[src/core/dnf_map.vh]
`ifndef DNF_MAP_VH
`define DNF_MAP_VH
// How it works
// [RL1] Select bit 1 takes alternate channel samples
// [RL2] One converter can feed four down-converters
// [RL3] Frequency words 16 bits, step fs/65536
// [RL4] Oscillator one low byte, band one
// [RL5] Oscillator one high byte, band one
// [RL6] Oscillator two low byte, band one
// [RL7] Oscillator two high byte, band one
// [RL8] Oscillator three low byte, band one
// [RL9] Oscillator three high byte, band one
// [RL10] Oscillator four low byte, band two
// [RL11] Oscillator four applies only in dual band
// [RL12] Oscillator four high byte follows low
// [RL13] Enable bit: 0 single, 1 dual band
// [RL14] Software writes zero to upper select bits
// [RL15] All bytes and select clear on reset

// Register indices; byte address is four times the index
`define DNF_IDX_DUAL_BAND   4'h2
`define DNF_IDX_ALT_SEL     4'h6
`define DNF_IDX_O1_LOW      4'h7
`define DNF_IDX_O1_HIGH     4'h8
`define DNF_IDX_O2_LOW      4'h9
`define DNF_IDX_O2_HIGH     4'ha
`define DNF_IDX_O3_LOW      4'hb
`define DNF_IDX_O3_HIGH     4'hc
`define DNF_IDX_O4_LOW      4'hd
`define DNF_IDX_O4_HIGH     4'he
`define DNF_IDX_OSC_SEL     4'hf
// Field positions
`define DNF_SEL_BIT         0
`define DNF_DUAL_BIT        0
// Reset values
`define DNF_RST_BYTE        8'h00
// Register bus responses
`define DNF_RESP_OKAY       2'b00
`define DNF_RESP_SLVERR     2'b10
`endif

[src/core/dnf_byte_reg.v]
`timescale 1ns/1ns
`include "dnf_map.vh"
// One 8-bit read/write register byte
module dnf_byte_reg #(
  parameter [3:0] IDX = 4'h0
)(
  // Clock and reset
  input  wire       aclk,
  input  wire       aresetn,
  // Write port
  input  wire       wr_en,
  input  wire [3:0] wr_idx,
  input  wire [7:0] wr_data,
  // Stored value
  output reg  [7:0] q_ff
);
  // Clears on reset, loads on matching write
  always @(posedge aclk)
  begin
    if (!aresetn)
      q_ff <= `DNF_RST_BYTE; // [RL15]
    else if (wr_en && (wr_idx == IDX))
      q_ff <= wr_data;
  end
endmodule // dnf_byte_reg

[src/core/dnf_phase_acc.v]
`timescale 1ns/1ns
// Oscillator phase accumulator, one step of freq per sample
module dnf_phase_acc #(
  parameter W = 16
)(
  // Clock and reset
  input  wire         aclk,
  input  wire         aresetn,
  // Control
  input  wire         run,
  input  wire [W-1:0] freq,
  // Phase out
  output reg  [W-1:0] phase_ff
);
  wire [W-1:0] nxt_phase;
  // Wraps modulo 2^W, so one step is fs over 2^W
  assign nxt_phase = phase_ff + freq; // [RL3]
  always @(posedge aclk)
  begin
    if (!aresetn)
      phase_ff <= {W{1'b0}};
    else if (run)
      phase_ff <= nxt_phase;
    else
      phase_ff <= {W{1'b0}};
  end
endmodule // dnf_phase_acc

[src/core/dnf_regs.v]
// Register access over AXI4-Lite was chosen for this implementation.
`timescale 1ns/1ns
`include "dnf_map.vh"
// Decimation page oscillator frequency registers with AXI4-Lite access
module dnf_regs #(
  parameter SW = 14
)(
  // Clock and reset
  input  wire          aclk,
  input  wire          aresetn,
  // AXI4-Lite write address
  input  wire          s_axi_awvalid,
  output wire          s_axi_awready,
  input  wire [7:0]    s_axi_awaddr,
  input  wire [2:0]    s_axi_awprot,
  // AXI4-Lite write data
  input  wire          s_axi_wvalid,
  output wire          s_axi_wready,
  input  wire [31:0]   s_axi_wdata,
  input  wire [3:0]    s_axi_wstrb,
  // AXI4-Lite write response
  output reg           s_axi_bvalid,
  input  wire          s_axi_bready,
  output reg  [1:0]    s_axi_bresp,
  // AXI4-Lite read address
  input  wire          s_axi_arvalid,
  output wire          s_axi_arready,
  input  wire [7:0]    s_axi_araddr,
  input  wire [2:0]    s_axi_arprot,
  // AXI4-Lite read data
  output reg           s_axi_rvalid,
  input  wire          s_axi_rready,
  output reg  [31:0]   s_axi_rdata,
  output reg  [1:0]    s_axi_rresp,
  // Converter samples, own and alternate channel
  input  wire [SW-1:0] own_sample,
  input  wire [SW-1:0] alt_sample,
  // Down-converter feed
  output reg  [SW-1:0] ddc_sample_ff,
  output reg           alt_in_use_ff,
  // Oscillator phases
  output wire [15:0]   band1_phase,
  output wire [15:0]   band2_phase,
  output reg  [1:0]    active_osc_ff,
  output reg           dual_band_ff
);
  // Write channel capture
  reg        aw_held_ff;
  reg [7:0]  aw_addr_ff;
  reg        w_held_ff;
  reg [31:0] w_data_ff;
  reg [3:0]  w_strb_ff;
  reg        alt_sel_ff;
  reg [1:0]  osc_pick_ff;
  wire       wr_fire;
  wire [3:0] wr_idx;
  wire       wr_en;
  wire       wr_known;
  wire [7:0] o1l;
  wire [7:0] o1h;
  wire [7:0] o2l;
  wire [7:0] o2h;
  wire [7:0] o3l;
  wire [7:0] o3h;
  wire [7:0] o4l;
  wire [7:0] o4h;
  reg  [15:0] band1_word;
  wire [15:0] band2_word;
  wire [3:0]  rd_idx;
  reg  [7:0]  rd_byte;
  reg         rd_known;

  // Address and data may arrive in either order
  assign s_axi_awready = !aw_held_ff && !s_axi_bvalid;
  assign s_axi_wready  = !w_held_ff && !s_axi_bvalid;
  assign wr_fire       = aw_held_ff && w_held_ff && !s_axi_bvalid;
  assign wr_idx        = aw_addr_ff[5:2];
  // Only byte lane 0 carries data; misaligned or unmapped writes change nothing
  assign wr_en         = wr_fire && w_strb_ff[0] && wr_known;

  always @(posedge aclk)
  begin
    if (!aresetn)
    begin
      aw_held_ff <= 1'b0;
      aw_addr_ff <= 8'h00;
      w_held_ff  <= 1'b0;
      w_data_ff  <= 32'h00000000;
      w_strb_ff  <= 4'h0;
    end
    else
    begin
      if (s_axi_awvalid && s_axi_awready)
      begin
        aw_held_ff <= 1'b1;
        aw_addr_ff <= s_axi_awaddr;
      end
      else if (wr_fire)
        aw_held_ff <= 1'b0;
      if (s_axi_wvalid && s_axi_wready)
      begin
        w_held_ff <= 1'b1;
        w_data_ff <= s_axi_wdata;
        w_strb_ff <= s_axi_wstrb;
      end
      else if (wr_fire)
        w_held_ff <= 1'b0;
    end
  end

  // Decode of writable registers
  assign wr_known = (aw_addr_ff[7:6] == 2'b00) && (aw_addr_ff[1:0] == 2'b00) &&
                    ((wr_idx == `DNF_IDX_DUAL_BAND) || (wr_idx == `DNF_IDX_ALT_SEL) ||
                     (wr_idx == `DNF_IDX_OSC_SEL) ||
                     ((wr_idx >= `DNF_IDX_O1_LOW) && (wr_idx <= `DNF_IDX_O4_HIGH)));

  // Write response, unmapped address gets SLVERR
  always @(posedge aclk)
  begin
    if (!aresetn)
    begin
      s_axi_bvalid <= 1'b0;
      s_axi_bresp  <= `DNF_RESP_OKAY;
    end
    else if (wr_fire)
    begin
      s_axi_bvalid <= 1'b1;
      s_axi_bresp  <= wr_known ? `DNF_RESP_OKAY : `DNF_RESP_SLVERR;
    end
    else if (s_axi_bready)
      s_axi_bvalid <= 1'b0;
  end

  // Control registers, one bit each except the two-bit oscillator select; upper bits are dropped, software writes zero
  always @(posedge aclk)
  begin
    if (!aresetn)
    begin
      alt_sel_ff   <= 1'b0; // [RL15]
      dual_band_ff <= 1'b0;
      osc_pick_ff  <= 2'b00;
    end
    else if (wr_en)
    begin
      if (wr_idx == `DNF_IDX_ALT_SEL)
        alt_sel_ff <= w_data_ff[`DNF_SEL_BIT]; // [RL14]
      if (wr_idx == `DNF_IDX_DUAL_BAND)
        dual_band_ff <= w_data_ff[`DNF_DUAL_BIT]; // [RL13]
      if (wr_idx == `DNF_IDX_OSC_SEL)
        osc_pick_ff <= w_data_ff[1:0];
    end
  end

  // Frequency word bytes, one instance per byte
  dnf_byte_reg #(.IDX(`DNF_IDX_O1_LOW)) u_o1l (
    .aclk    (aclk),
    .aresetn (aresetn),
    .wr_en   (wr_en),
    .wr_idx  (wr_idx),
    .wr_data (w_data_ff[7:0]),
    .q_ff    (o1l)
  ); // [RL4]
  dnf_byte_reg #(.IDX(`DNF_IDX_O1_HIGH)) u_o1h (
    .aclk    (aclk),
    .aresetn (aresetn),
    .wr_en   (wr_en),
    .wr_idx  (wr_idx),
    .wr_data (w_data_ff[7:0]),
    .q_ff    (o1h)
  ); // [RL5]
  dnf_byte_reg #(.IDX(`DNF_IDX_O2_LOW)) u_o2l (
    .aclk    (aclk),
    .aresetn (aresetn),
    .wr_en   (wr_en),
    .wr_idx  (wr_idx),
    .wr_data (w_data_ff[7:0]),
    .q_ff    (o2l)
  ); // [RL6]
  dnf_byte_reg #(.IDX(`DNF_IDX_O2_HIGH)) u_o2h (
    .aclk    (aclk),
    .aresetn (aresetn),
    .wr_en   (wr_en),
    .wr_idx  (wr_idx),
    .wr_data (w_data_ff[7:0]),
    .q_ff    (o2h)
  ); // [RL7]
  dnf_byte_reg #(.IDX(`DNF_IDX_O3_LOW)) u_o3l (
    .aclk    (aclk),
    .aresetn (aresetn),
    .wr_en   (wr_en),
    .wr_idx  (wr_idx),
    .wr_data (w_data_ff[7:0]),
    .q_ff    (o3l)
  ); // [RL8]
  dnf_byte_reg #(.IDX(`DNF_IDX_O3_HIGH)) u_o3h (
    .aclk    (aclk),
    .aresetn (aresetn),
    .wr_en   (wr_en),
    .wr_idx  (wr_idx),
    .wr_data (w_data_ff[7:0]),
    .q_ff    (o3h)
  ); // [RL9]
  dnf_byte_reg #(.IDX(`DNF_IDX_O4_LOW)) u_o4l (
    .aclk    (aclk),
    .aresetn (aresetn),
    .wr_en   (wr_en),
    .wr_idx  (wr_idx),
    .wr_data (w_data_ff[7:0]),
    .q_ff    (o4l)
  ); // [RL10]
  dnf_byte_reg #(.IDX(`DNF_IDX_O4_HIGH)) u_o4h (
    .aclk    (aclk),
    .aresetn (aresetn),
    .wr_en   (wr_en),
    .wr_idx  (wr_idx),
    .wr_data (w_data_ff[7:0]),
    .q_ff    (o4h)
  ); // [RL12]

  // Band one word picked by oscillator select; code 3 falls back to one
  always @*
  begin
    case (osc_pick_ff)
      2'b01:   band1_word = {o2h, o2l};
      2'b10:   band1_word = {o3h, o3l};
      default: band1_word = {o1h, o1l};
    endcase
  end
  // Band two word is forced to zero outside dual band
  assign band2_word = dual_band_ff ? {o4h, o4l} : 16'h0000; // [RL11]

  // Phase accumulators; band two holds at zero in single band
  dnf_phase_acc #(.W(16)) u_acc1 (
    .aclk     (aclk),
    .aresetn  (aresetn),
    .run      (1'b1),
    .freq     (band1_word),
    .phase_ff (band1_phase)
  ); // [RL3]
  dnf_phase_acc #(.W(16)) u_acc2 (
    .aclk     (aclk),
    .aresetn  (aresetn),
    .run      (dual_band_ff),
    .freq     (band2_word),
    .phase_ff (band2_phase)
  ); // [RL11]

  // Input steering; the idle channel may then be powered down
  always @(posedge aclk)
  begin
    if (!aresetn)
    begin
      ddc_sample_ff <= {SW{1'b0}};
      alt_in_use_ff <= 1'b0;
      active_osc_ff <= 2'b00;
    end
    else
    begin
      ddc_sample_ff <= alt_sel_ff ? alt_sample : own_sample; // [RL1]
      alt_in_use_ff <= alt_sel_ff; // [RL2]
      active_osc_ff <= (osc_pick_ff == 2'b11) ? 2'b00 : osc_pick_ff;
    end
  end

  // Read channel
  assign rd_idx        = s_axi_araddr[5:2];
  assign s_axi_arready = !s_axi_rvalid;

  always @*
  begin
    rd_known = (s_axi_araddr[7:6] == 2'b00) && (s_axi_araddr[1:0] == 2'b00);
    case (rd_idx)
      `DNF_IDX_DUAL_BAND: rd_byte = {7'h00, dual_band_ff};
      `DNF_IDX_ALT_SEL:   rd_byte = {7'h00, alt_sel_ff};
      `DNF_IDX_O1_LOW:    rd_byte = o1l;
      `DNF_IDX_O1_HIGH:   rd_byte = o1h;
      `DNF_IDX_O2_LOW:    rd_byte = o2l;
      `DNF_IDX_O2_HIGH:   rd_byte = o2h;
      `DNF_IDX_O3_LOW:    rd_byte = o3l;
      `DNF_IDX_O3_HIGH:   rd_byte = o3h;
      `DNF_IDX_O4_LOW:    rd_byte = o4l;
      `DNF_IDX_O4_HIGH:   rd_byte = o4h;
      `DNF_IDX_OSC_SEL:   rd_byte = {6'h00, osc_pick_ff};
      default:
      begin
        rd_byte  = 8'h00;
        rd_known = 1'b0;
      end
    endcase
  end

  // Read data registered; one read outstanding
  always @(posedge aclk)
  begin
    if (!aresetn)
    begin
      s_axi_rvalid <= 1'b0;
      s_axi_rdata  <= 32'h00000000;
      s_axi_rresp  <= `DNF_RESP_OKAY;
    end
    else if (s_axi_arvalid && s_axi_arready)
    begin
      s_axi_rvalid <= 1'b1;
      s_axi_rdata  <= rd_known ? {24'h000000, rd_byte} : 32'h00000000; // Refused reads show 0
      s_axi_rresp  <= rd_known ? `DNF_RESP_OKAY : `DNF_RESP_SLVERR;
    end
    else if (s_axi_rready)
      s_axi_rvalid <= 1'b0;
  end
endmodule // dnf_regs

[config.mk]
export PLATFORM = sky130hd
export DESIGN_NAME = dnf_regs
export DESIGN_NICKNAME = d
export VERILOG_FILES = /design/src/core/dnf_byte_reg.v /design/src/core/dnf_phase_acc.v /design/src/core/dnf_regs.v
export VERILOG_INCLUDE_DIRS = /design/src /design/src/core
export SDC_FILE = /design/constraint.sdc
export NUM_CORES = 1
export LEC_CHECK = 0
export BUFFER_PORTS_ARGS = -buffer_cell sky130_fd_sc_hd__buf_4
export CORE_ASPECT_RATIO = 0.7
export CORE_MARGIN = 8
export CORE_UTILIZATION = 55
export DETAILED_ROUTE_END_ITERATION = 7
export PLACE_DENSITY = 0.87
export SYNTH_ARGS = -nofsm -noshare
export SYNTH_HDL_FRONTEND = slang
export SYNTH_SLANG_ARGS = --single-unit
[constraint.sdc]
create_clock -name aclk -period 4.9 [get_ports aclk]
set_clock_uncertainty 0.1 [all_clocks]
set_input_delay 0.245 -clock aclk [delete_from_list [all_inputs] [get_ports aclk]]
set_output_delay 0.245 -clock aclk [all_outputs]
set_load 0.05 [all_outputs]
-- Word-level counts from Yosys, hierarchy flattened
Cells that the tools add are included.
- add/sub/neg operators: 2
- magnitude comparators: 2
- eq/ne operators: 25
- muxes and demuxes: 15
- bitwise gates (word level): 1
- reduce and logical (&&, ||, !) cells: 42
- operators by type and width (cell ; count):
    $pmux 8 s11 ; 1
    $eq 4x4->1 const B ; 16
    $add 16x16->16 ; 2
    $pmux 16 s2 ; 1
    $logic_and 1x1->1 ; 21
    $eq 4x3->1 const B ; 4
    $mux 16 ; 1
    $mux 14 ; 1
    $reduce_or 11->1 ; 1
    $eq 4x2->1 const B ; 2
    $logic_not 2->1 ; 4
    $mux 1 ; 8
    $mux 8 ; 1
    $reduce_and 2->1 ; 4
    $reduce_bool 2->1 ; 4
    $eq 2x2->1 const B ; 2
    $ge 4x3->1 const B ; 1
    $le 4x4->1 const B ; 1
    $logic_not 1->1 ; 4
    $mux 2 ; 2
    $logic_or 1x1->1 ; 3
    $eq 2x1->1 const B ; 1
    $reduce_or 2->1 ; 1
    $not 1->1 ; 1
- flip-flop bits (word level): 174
- input port bits: 93
- output and inout bits: 91
- word-level logic and storage cells: 113

-- Logic depth before layout (Yosys ltp)
Gate-level depths: netlist of run 1.
- depth after elaboration: 7
- depth in mapped cells: 14
- mapped depth without buffers: 12

-- By module
Synthesis of run 1 repeated with hierarchy kept, for this count alone.
- cell total of the unflattened synthesis: 967
- area, all modules: 8334.2 um^2
- by module, submodules not included (module ; times used ; cells an instance ; area an instance (um^2) ; sequential area each (um^2)):
    dnf_regs ; 1 ; 412 ; 3276.9 ; 1041.0
    dnf_phase_acc ; 2 ; 132 ; 1163.6 ; 320.3
    dnf_byte_reg (u_o2h ...) ; 3 ; 36 ; 345.3 ; 160.2
    dnf_byte_reg (u_o1l ...) ; 2 ; 37 ; 341.6 ; 160.2
    dnf_byte_reg (u_o4h ...) ; 2 ; 36 ; 336.6 ; 160.2
    dnf_byte_reg (u_o1h) ; 1 ; 37 ; 337.8 ; 160.2

-- Worst setup path after synthesis of run 1
Ideal clock, no wire load.
- kind: register -> register
- start point: reg osc_pick_ff[0]
- end point: reg u_acc1.phase_ff[12]
- library setup time: 128 ps
- arrival time: 2765 ps
- data required time: 4672 ps
- path slack: 1907 ps
- stages on the path, launching flop included: 15
- path buffers: 2
- clock period less this slack: 2993 ps
- cell sequence: dfxtp_1 -> inv_1 -> ha_1 -> clkbuf_1 -> clkbuf_1 -> a22oi_1 -> o21ai_0 -> ha_1 -> fa_1 -> a211oi_1 -> o21ai_0 -> a21oi_1 -> o31ai_1 -> xnor2_1 -> nor2_1
- longest elaborated chain between the ends: 3
- elaborated cells between the ends (all ways): 4
- classes of those cells: add/sub (1); eq/ne (2); mux (1)
- ends and longest elaborated chain (what ; line ; source):
    start, declared ; dnf_regs.v:54 ; reg [1:0] osc_pick_ff;
    start signal, assigned ; dnf_regs.v:150 ; osc_pick_ff <= w_data_ff[1:0];
    $eq 2x2->1 or $eq 2x1->1 (tied branches) ; dnf_regs.v:223 ; case (osc_pick_ff)
    $pmux 16 s2 * ; dnf_regs.v:223 ;
    $add 16x16->16 * ; dnf_phase_acc.v:17 ; assign nxt_phase = phase_ff + freq;
    end signal, assigned ; dnf_phase_acc.v:21 ; phase_ff <= {W{1'b0}};
    end signal, assigned ; dnf_phase_acc.v:23 ; phase_ff <= nxt_phase;
    end signal, assigned ; dnf_phase_acc.v:25 ; phase_ff <= {W{1'b0}};
    end, declared ; dnf_phase_acc.v:13 ; output reg [W-1:0] phase_ff
Mark *: on every way between the ends. The rest lies on a longest branch, timed or not.
A chain may end at the register's enable or synchronous reset.

-- Worst setup path in the final report of run 1
Ends and elaborated chain as after synthesis.

==> results of run 1 <==
-- kinds of logic after synthesis --
group / share of synthesized area (%)
buf+inv: 5.916
flops: 38.70
other cells: 0.04898
compound gates: 17.75
simple gates: 20.40
xor+xnor: 2.746
fa+ha+maj: 6.079
mux: 8.367
-- area by class of cell --
class / count / area [sq um]
multi-input combinational: 717 / 4334
fill: 1062 / 4131
inverter: 13 / 50.05
sequential: 148 / 2963
tap: 190 / 237.7
clock buffer: 19 / 452.9
clock inverter: 13 / 145.1
timing repair buffer: 174 / 1424
-- worst reg2reg max path: stages, from the launching register on --
cell      delay (ns)
dfxtp_1         0.48
inv_1           0.12
ha_1            0.70
o21ai_0         0.21
ha_1            0.26
fa_1            0.43
a211oi_1        0.32
o21ai_0         0.26
a21oi_1         0.28
o31ai_1         0.12
xnor2_1         0.15
nor2_1          0.06
-- cell usage in the layout (no fill, tap or decap), types with 4 or more instances in the layout --
master           n
a31oi_1          6
inv_6            5
a211oi_1        13
dlygate4sd3_1   47
nand2b_1         6
conb_1          26
a21oi_1         89
clkbuf_16       17
inv_1           12
mux2i_1         55
dfxtp_1        148
nand2_1        141
a22oi_1         26
mux2_2           6
buf_4          127
and2_1          23
ha_1            34
a21o_1           8
a22o_1           7
o21a_1           4
nor2b_1          9
nand3_1         14
nor3_1          11
xor2_1           8
o21bai_1         5
xnor2_1         16
nor2_1         109
and3_1           4
nand4_1          7
o21ai_0         46
-- per-stage QoR --
step                      power [W]  instance area, sq um  util (%)  hold slack [ns]
after detailed placement   0.001509                  8538     62.15           0.3374
final                      0.002836                  9607     69.93          0.02113
after floorplan            0.001445                  7750         -           0.2440
after CTS                  0.002833                  9607     69.93          0.01758
after global routing       0.002913                  9607     69.93          0.02970
after global placement     0.001505                  8538     62.15           0.3306
-- power groups by stage --
stage	clock network [W]	logic, W	registers [W]
floorplan	0	0.000157	0.00129
global placement	0	0.000228	0.00128
detailed placement	0	0.000230	0.00128
CTS	0.00132	0.000260	0.00125
global route	0.00138	0.000282	0.00126
finish	0.00132	0.000266	0.00125
-- per-layer routing --
metal | up-vias | global-route usage, % | share of wire, %
met5 | - | 0 | 0.16
met4 | 2 | 8.028 | 2.0
met3 | 45 | 7.504 | 11
met2 | 344 | 37.90 | 44
met1 | 3365 | 33.25 | 43
li1 | 3478 | - | -
-- worst max-delay path by stage --
stage,endpoint,slack (ns)
detailed placement,u_acc1.phase_ff[10]$_SDFF_PN0_,1.45
finish,u_acc1.phase_ff[12]$_SDFF_PN0_,1.27
CTS,u_acc1.phase_ff[12]$_SDFF_PN0_,1.42
global placement,u_acc1.phase_ff[12]$_SDFF_PN0_,1.48
floorplan,u_acc1.phase_ff[12]$_SDFF_PN0_,1.91
global route,u_acc1.phase_ff[8]$_SDFF_PN0_,1.03
-- sequential cells by signal, summed over array words and instances (netlist names), 2 cells and up --
register / count
active_osc_ff: 2
aw_addr_ff: 8
ddc_sample_ff: 14
osc_pick_ff: 2
s_axi_rdata: 8
u_acc1.phase_ff: 16
u_acc2.phase_ff: 16
u_o1h.q_ff: 8
u_o1l.q_ff: 8
u_o2h.q_ff: 8
u_o2l.q_ff: 8
u_o3h.q_ff: 8
u_o3l.q_ff: 8
u_o4h.q_ff: 8
u_o4l.q_ff: 8
w_data_ff: 8
==> flow_summary_export.csv, run 1 <==
group,metric,value,unit
final_layout,n_antenna_cell,0,
sta,hold_violations,0,
synthesis,yosysSeqAreaShare,38.70,%
clock_network,post_cts_buffers,0,
critical_path,cp_num_cells,11,
detailed_routing,first_iter_violations,984,
critical_path,cp-start-kind,"register",
final_layout,syn_to_final_growth,25.48,%
final_layout,fin_nets,1200,
placed_design,dp_cells,1195,
global_routing,grt_overflow,0,
die,die_area,0.01801,sq mm
sta,fmax,275.7,MHz
global_routing,grt_antenna_before_repair,1,
flow_run,drv_cap,0,
die,num_rows,36,
clock_network,cts_max_level,4,
critical_path,cp.buffers_inverters,1,
clock_network,cts_resized,0,
sta,period_share,74.02,%
synthesis,ys_warn_count,0,
power_and_ir_drop,pwr-share-comb,9.4,%
die,fp.dieH,114.7,um
clock_network,cts_buffers,17,
critical_path,crit_path_max_incr_delay,0.69,ns
power_and_ir_drop,seq_power_share,44.2,%
hold_path,hold_path.class,"in -> reg",
critical_path,crit_required,5.08,ns
power_and_ir_drop,p_leak,3.860,nW
sta,tns,0,ns
power_and_ir_drop,peakVddDrop,0.2722,mV
final_layout,final_cells,1274,
synthesis,synthCells,932,
synthesis,synth_top_cell_area_share,38.70,%
sta,max-slew-margin-rel,35.28,%
global_routing,grt_max_degree,81,
clock_network,cts_sinks,148,
critical_path,critPathArrivalTime,3.81,ns
clock_network,clkTransAtPathRegs,0.06,ns
synthesis,synth_top_cells_by_area,"dfxtp_1 (39%), mux2i_1 (7.2%), nand2_1 (6.9%), a21oi_1 (5.8%), ha_1 (5.6%)",
sta,rsz0062_at_grt,"false",
die,ios,184,
critical_path,critPathLaunch,"osc_pick_ff[0]$_SDFFE_PN0P_",
final_layout,drive_gt1_share,16.51,%
critical_path,path_cells,"inv_1 > ha_1 > o21ai_0 > ha_1 > fa_1 > a211oi_1 > o21ai_0 > a21oi_1 > o31ai_1 > xnor2_1 > nor2_1",
synthesis,async_flop_share,0,%
synthesis,synth_edf_count,0,
global_routing,grt_pass1_vias,6923,
power_and_ir_drop,sw_frac_of_total,25.95,%
power_and_ir_drop,power_density,295.2,mW/mm^2
power_and_ir_drop,p_int,0.002100,W
hold_path,worstHoldEndpoint,"s_axi_rvalid$_SDFFE_PN0P_",
placed_design,io_buffers,124,
detailed_routing,ant_nets,0,
placed_design,pre_cts_ws,1.449,ns
critical_path,critPathKind,"reg -> reg",
synthesis,synth_area,0.007656,sq mm
global_routing,grt_pass1_wl,36050,um
power_and_ir_drop,p_sw,0.0007359,W
placed_design,dp_hpwl,15630,um
synthesis,ys_seq_elements,148,
global_routing,globalRouteTotalUtil,24.90,%
critical_path,rrSetupSlack,1.27,ns
synthesis,ys_types,57,
outcome,status,"completed",
clock_network,clk-insertion-delay-late,0.42,ns
detailed_routing,vias,7234,
critical_path,end_kind,"register",
detailed_routing,wire_per_inst,17.69,um
critical_path,r2r-end,"u_acc1.phase_ff[12]$_SDFF_PN0_",
critical_path,reg2reg_depth,11,
synthesis,synthFlopType,"dfxtp_1",
hold_path,hold_start,"s_axi_arvalid",
detailed_routing,drc,0,
placed_design,gp_congestion,0.9898,
sta,period_needed,3.627,ns
critical_path,rr_startpoint,"osc_pick_ff[0]$_SDFFE_PN0P_",
detailed_routing,totalWireLength,22530,um
synthesis,syn_avg_cell_area,8.215,sq um
detailed_routing,via_per_inst,5.678,
sta,worstMarginPinSlew,0.9695,ns
sta,drv_slew,0,
hold_path,hold_path_depth,3,
synthesis,synth_largest_area_cell,"dfxtp_1",
sta,setup_viol,0,
critical_path,worstPathMaxFanout,19,
die,core_area,0.01374,sq mm
die,start_util,55.73,%
clock_network,cts_buffer_depth,2,
die,dieWidth,157.0,um
sta,setup_ws,1.273,ns
critical_path,crit_path_top_delay_cell,"ha_1",
detailed_routing,drt_pass1_iterations,6,
clock_network,cts-root-buf,"clkbuf_16",
synthesis,synth_common_cells,"dfxtp_1 (148), nand2_1 (141), nor2_1 (109), a21oi_1 (89), mux2i_1 (55)",
power_and_ir_drop,power_frac_clock,46.4,%
clock_network,postCtsHoldBufs,47,
clock_network,cts_tree,"yes",
critical_path,cpLargestDelayFamily,"adder cells",
synthesis,yosysMostFrequentCell,"dfxtp_1",
(Power assumes the default switching activity.)
==> inputs of run 2 (changes only) <==
--- a/config.mk
+++ b/config.mk
@@ -9,9 +9,9 @@
 export BUFFER_PORTS_ARGS = -buffer_cell sky130_fd_sc_hd__buf_4
 export CORE_ASPECT_RATIO = 0.7
 export CORE_MARGIN = 8
-export CORE_UTILIZATION = 55
+export CORE_UTILIZATION = 54
 export DETAILED_ROUTE_END_ITERATION = 7
-export PLACE_DENSITY = 0.87
+export PLACE_DENSITY = 0.85
 export SYNTH_ARGS = -nofsm -noshare
 export SYNTH_HDL_FRONTEND = slang
 export SYNTH_SLANG_ARGS = --single-unit
==> constraint.sdc (replaced) <==
create_clock -name aclk -period 3.6 [get_ports aclk]
set_clock_uncertainty 0.1 [all_clocks]
set_input_delay 0.18 -clock aclk [delete_from_list [all_inputs] [get_ports aclk]]
set_output_delay 0.18 -clock aclk [all_outputs]
set_load 0.05 [all_outputs]
==> run 2 against run 1 <==
Core utilization hardly changed. Worst hold slack gained 0.0025 ns. Sequential power rose by 37%. Design area grew 1.0%. Register-to-register slack lost 1.0 ns. Maximum frequency rose by 8.7%. Non-clock buffer count increased by 6. Critical path type unchanged. Critical endpoint is now u_acc1.phase_ff[15]$_SDFF_PN0_. Largest cell class unchanged.
==> flow_summary_export.csv, run 2 (synthesized netlist as in run 1, its figures left out) <==
group,metric,value,unit
clock_network,cts_tree,"yes",
critical_path,reg2reg_depth,10,
clock_network,cts_max_level,4,
critical_path,critPathKind,"reg -> reg",
placed_design,gp_congestion,0.9618,
detailed_routing,ant_nets,0,
detailed_routing,via_per_inst,5.638,
sta,rsz0062_at_grt,"false",
die,fp.dieH,115.6,um
detailed_routing,drc,0,
die,dieWidth,158.3,um
placed_design,dp_cells,1199,
clock_network,cts-root-buf,"clkbuf_16",
critical_path,worstPathMaxFanout,11,
final_layout,final_cells,1280,
sta,period_share,92.67,%
global_routing,grt_pass1_vias,6913,
critical_path,critPathArrivalTime,3.53,ns
final_layout,fillers,1085,
clock_network,clk-insertion-delay-late,0.42,ns
die,die_area,0.01830,sq mm
detailed_routing,totalWireLength,22610,um
sta,period_needed,3.336,ns
sta,tns,0,ns
global_routing,grt_max_degree,60,
clock_network,cts_buffers,17,
critical_path,rr_startpoint,"osc_pick_ff[0]$_SDFFE_PN0P_",
detailed_routing,drt_pass1_iterations,6,
global_routing,globalRouteTotalUtil,24.86,%
final_layout,seqCellArea,0.002963,sq mm
critical_path,crit_path_top_delay_cell,"ha_1",
sta,fmax,299.8,MHz
sta,max-slew-margin-rel,43.49,%
power_and_ir_drop,p_leak,3.914,nW
clock_network,clkTransAtPathRegs,0.06,ns
clock_network,post_cts_buffers,0,
outcome,status,"completed",
final_layout,final_common_cell,"dfxtp_1",
detailed_routing,first_iter_violations,773,
hold_path,hold_path.class,"in -> reg",
flow_run,drv_cap,0,
sta,worstMarginPinSlew,0.8467,ns
power_and_ir_drop,peakVddDrop,0.3220,mV
final_layout,syn_to_final_growth,26.75,%
critical_path,crit_path_max_incr_delay,0.46,ns
global_routing,grt_antenna_before_repair,0,
final_layout,fin_nets,1206,
critical_path,cp-start-kind,"register",
critical_path,critPathLaunch,"osc_pick_ff[0]$_SDFFE_PN0P_",
sta,setup_viol,0,
critical_path,crit_required,3.79,ns
hold_path,hold_start,"aresetn",
critical_path,end_kind,"register",
die,start_util,55.19,%
detailed_routing,vias,7217,
die,num_rows,36,
clock_network,cts_sinks,148,
sta,hold_violations,0,
final_layout,layout_common_cells,"dfxtp_1 (148), nand2_1 (141), buf_4 (131)",
clock_network,cts_buffer_depth,2,
hold_path,hold_path_depth,3,
detailed_routing,wire_per_inst,17.66,um
final_layout,n_antenna_cell,0,
final_layout,top_regs,"u_acc1.phase_ff: 16 flops, u_acc2.phase_ff: 16 flops, ddc_sample_ff: 14 flops",
power_and_ir_drop,power_density,411.1,mW/mm^2
final_layout,multi_input_area,0.004337,sq mm
global_routing,grt_pass1_wl,36120,um
die,core_area,0.01387,sq mm
global_routing,grt_overflow,0,
critical_path,path_cells,"ha_1 > a22oi_1 > o21ai_0 > ha_1 > a211oi_1 > o211ai_1 > nand2_1 > o21ai_0 > xnor2_1 > nor2_1",
sta,drv_slew,0,
die,ios,184,
placed_design,dp_hpwl,16050,um
placed_design,io_buffers,124,
final_layout,drive_gt1_share,16.88,%
-- run 2: layout make-up --
class	count	share of cell area, %
clock buffer	20	4.809
clock inverter	12	1.818
inverter	13	0.5157
multi-input combinational	717	44.69
sequential	148	30.53
tap	190	2.450
timing repair buffer	180	15.19
-- run 2: routing by layer --
| layer | up-vias | share of wire [%] | GRT usage [%] |
|---|---|---|---|
| met4 | 0 | 2.1 | 7.577 |
| met5 | - | 0 | 0 |
| met3 | 41 | 11 | 7.601 |
| li1 | 3488 | - | - |
| met1 | 3339 | 44 | 33.89 |
| met2 | 349 | 43 | 36.99 |
-- run 2: final timing paths --
path                                                        to  slack (ns)
worst max-delay path            u_acc1.phase_ff[15]$_SDFF_PN0_        0.26
worst min register to register     s_axi_rdata[0]$_SDFFE_PN0P_        0.36
worst min-delay path             u_acc1.phase_ff[3]$_SDFF_PN0_        0.02
worst max register to register  u_acc1.phase_ff[15]$_SDFF_PN0_        0.26
-- run 2: through the flow --
step                cell area, sq um  power, W  util, %  setup slack, ns  hold WS (ns)
floorplan                       7750  0.001967        -           0.6072        0.1790
global placement                8568  0.002052    61.76           0.4833        0.2658
global route                    9704  0.004108    69.95          0.01333       0.04341
CTS                             9702  0.003994    69.93           0.3061       0.01262
finish                          9704  0.003989    69.95           0.2640       0.02367
detailed placement              8568  0.002057    61.76           0.3535        0.2698
-- run 2: critical path, delay by kind of cell (launching register included) --
family,cells,cell delay [ns]
flip-flops,1,0.43
AND/OR/NAND/NOR,2,0.29
XOR/XNOR,1,0.23
AO/OA/AOI/OAI,5,1.34
adder cells (fa/ha/maj),2,0.81
-- run 2: repair_timing --
item | in CTS | in global routing
endpoints found under the hold margin | 34 | 0
resized for setup | 0 | 1
endpoints found under the setup margin | 0 | 2
hold buffers | 49 | 0
-- run 2: power by group --
part | switching, W | total [W] | leakage, nW | internal, W
logic | 0.000233 | 0.000363 | 2.40 | 0.000130
registers | 0.0000431 | 0.00171 | 1.20 | 0.00166
clock network | 0.000702 | 0.00192 | 0.312 | 0.00122
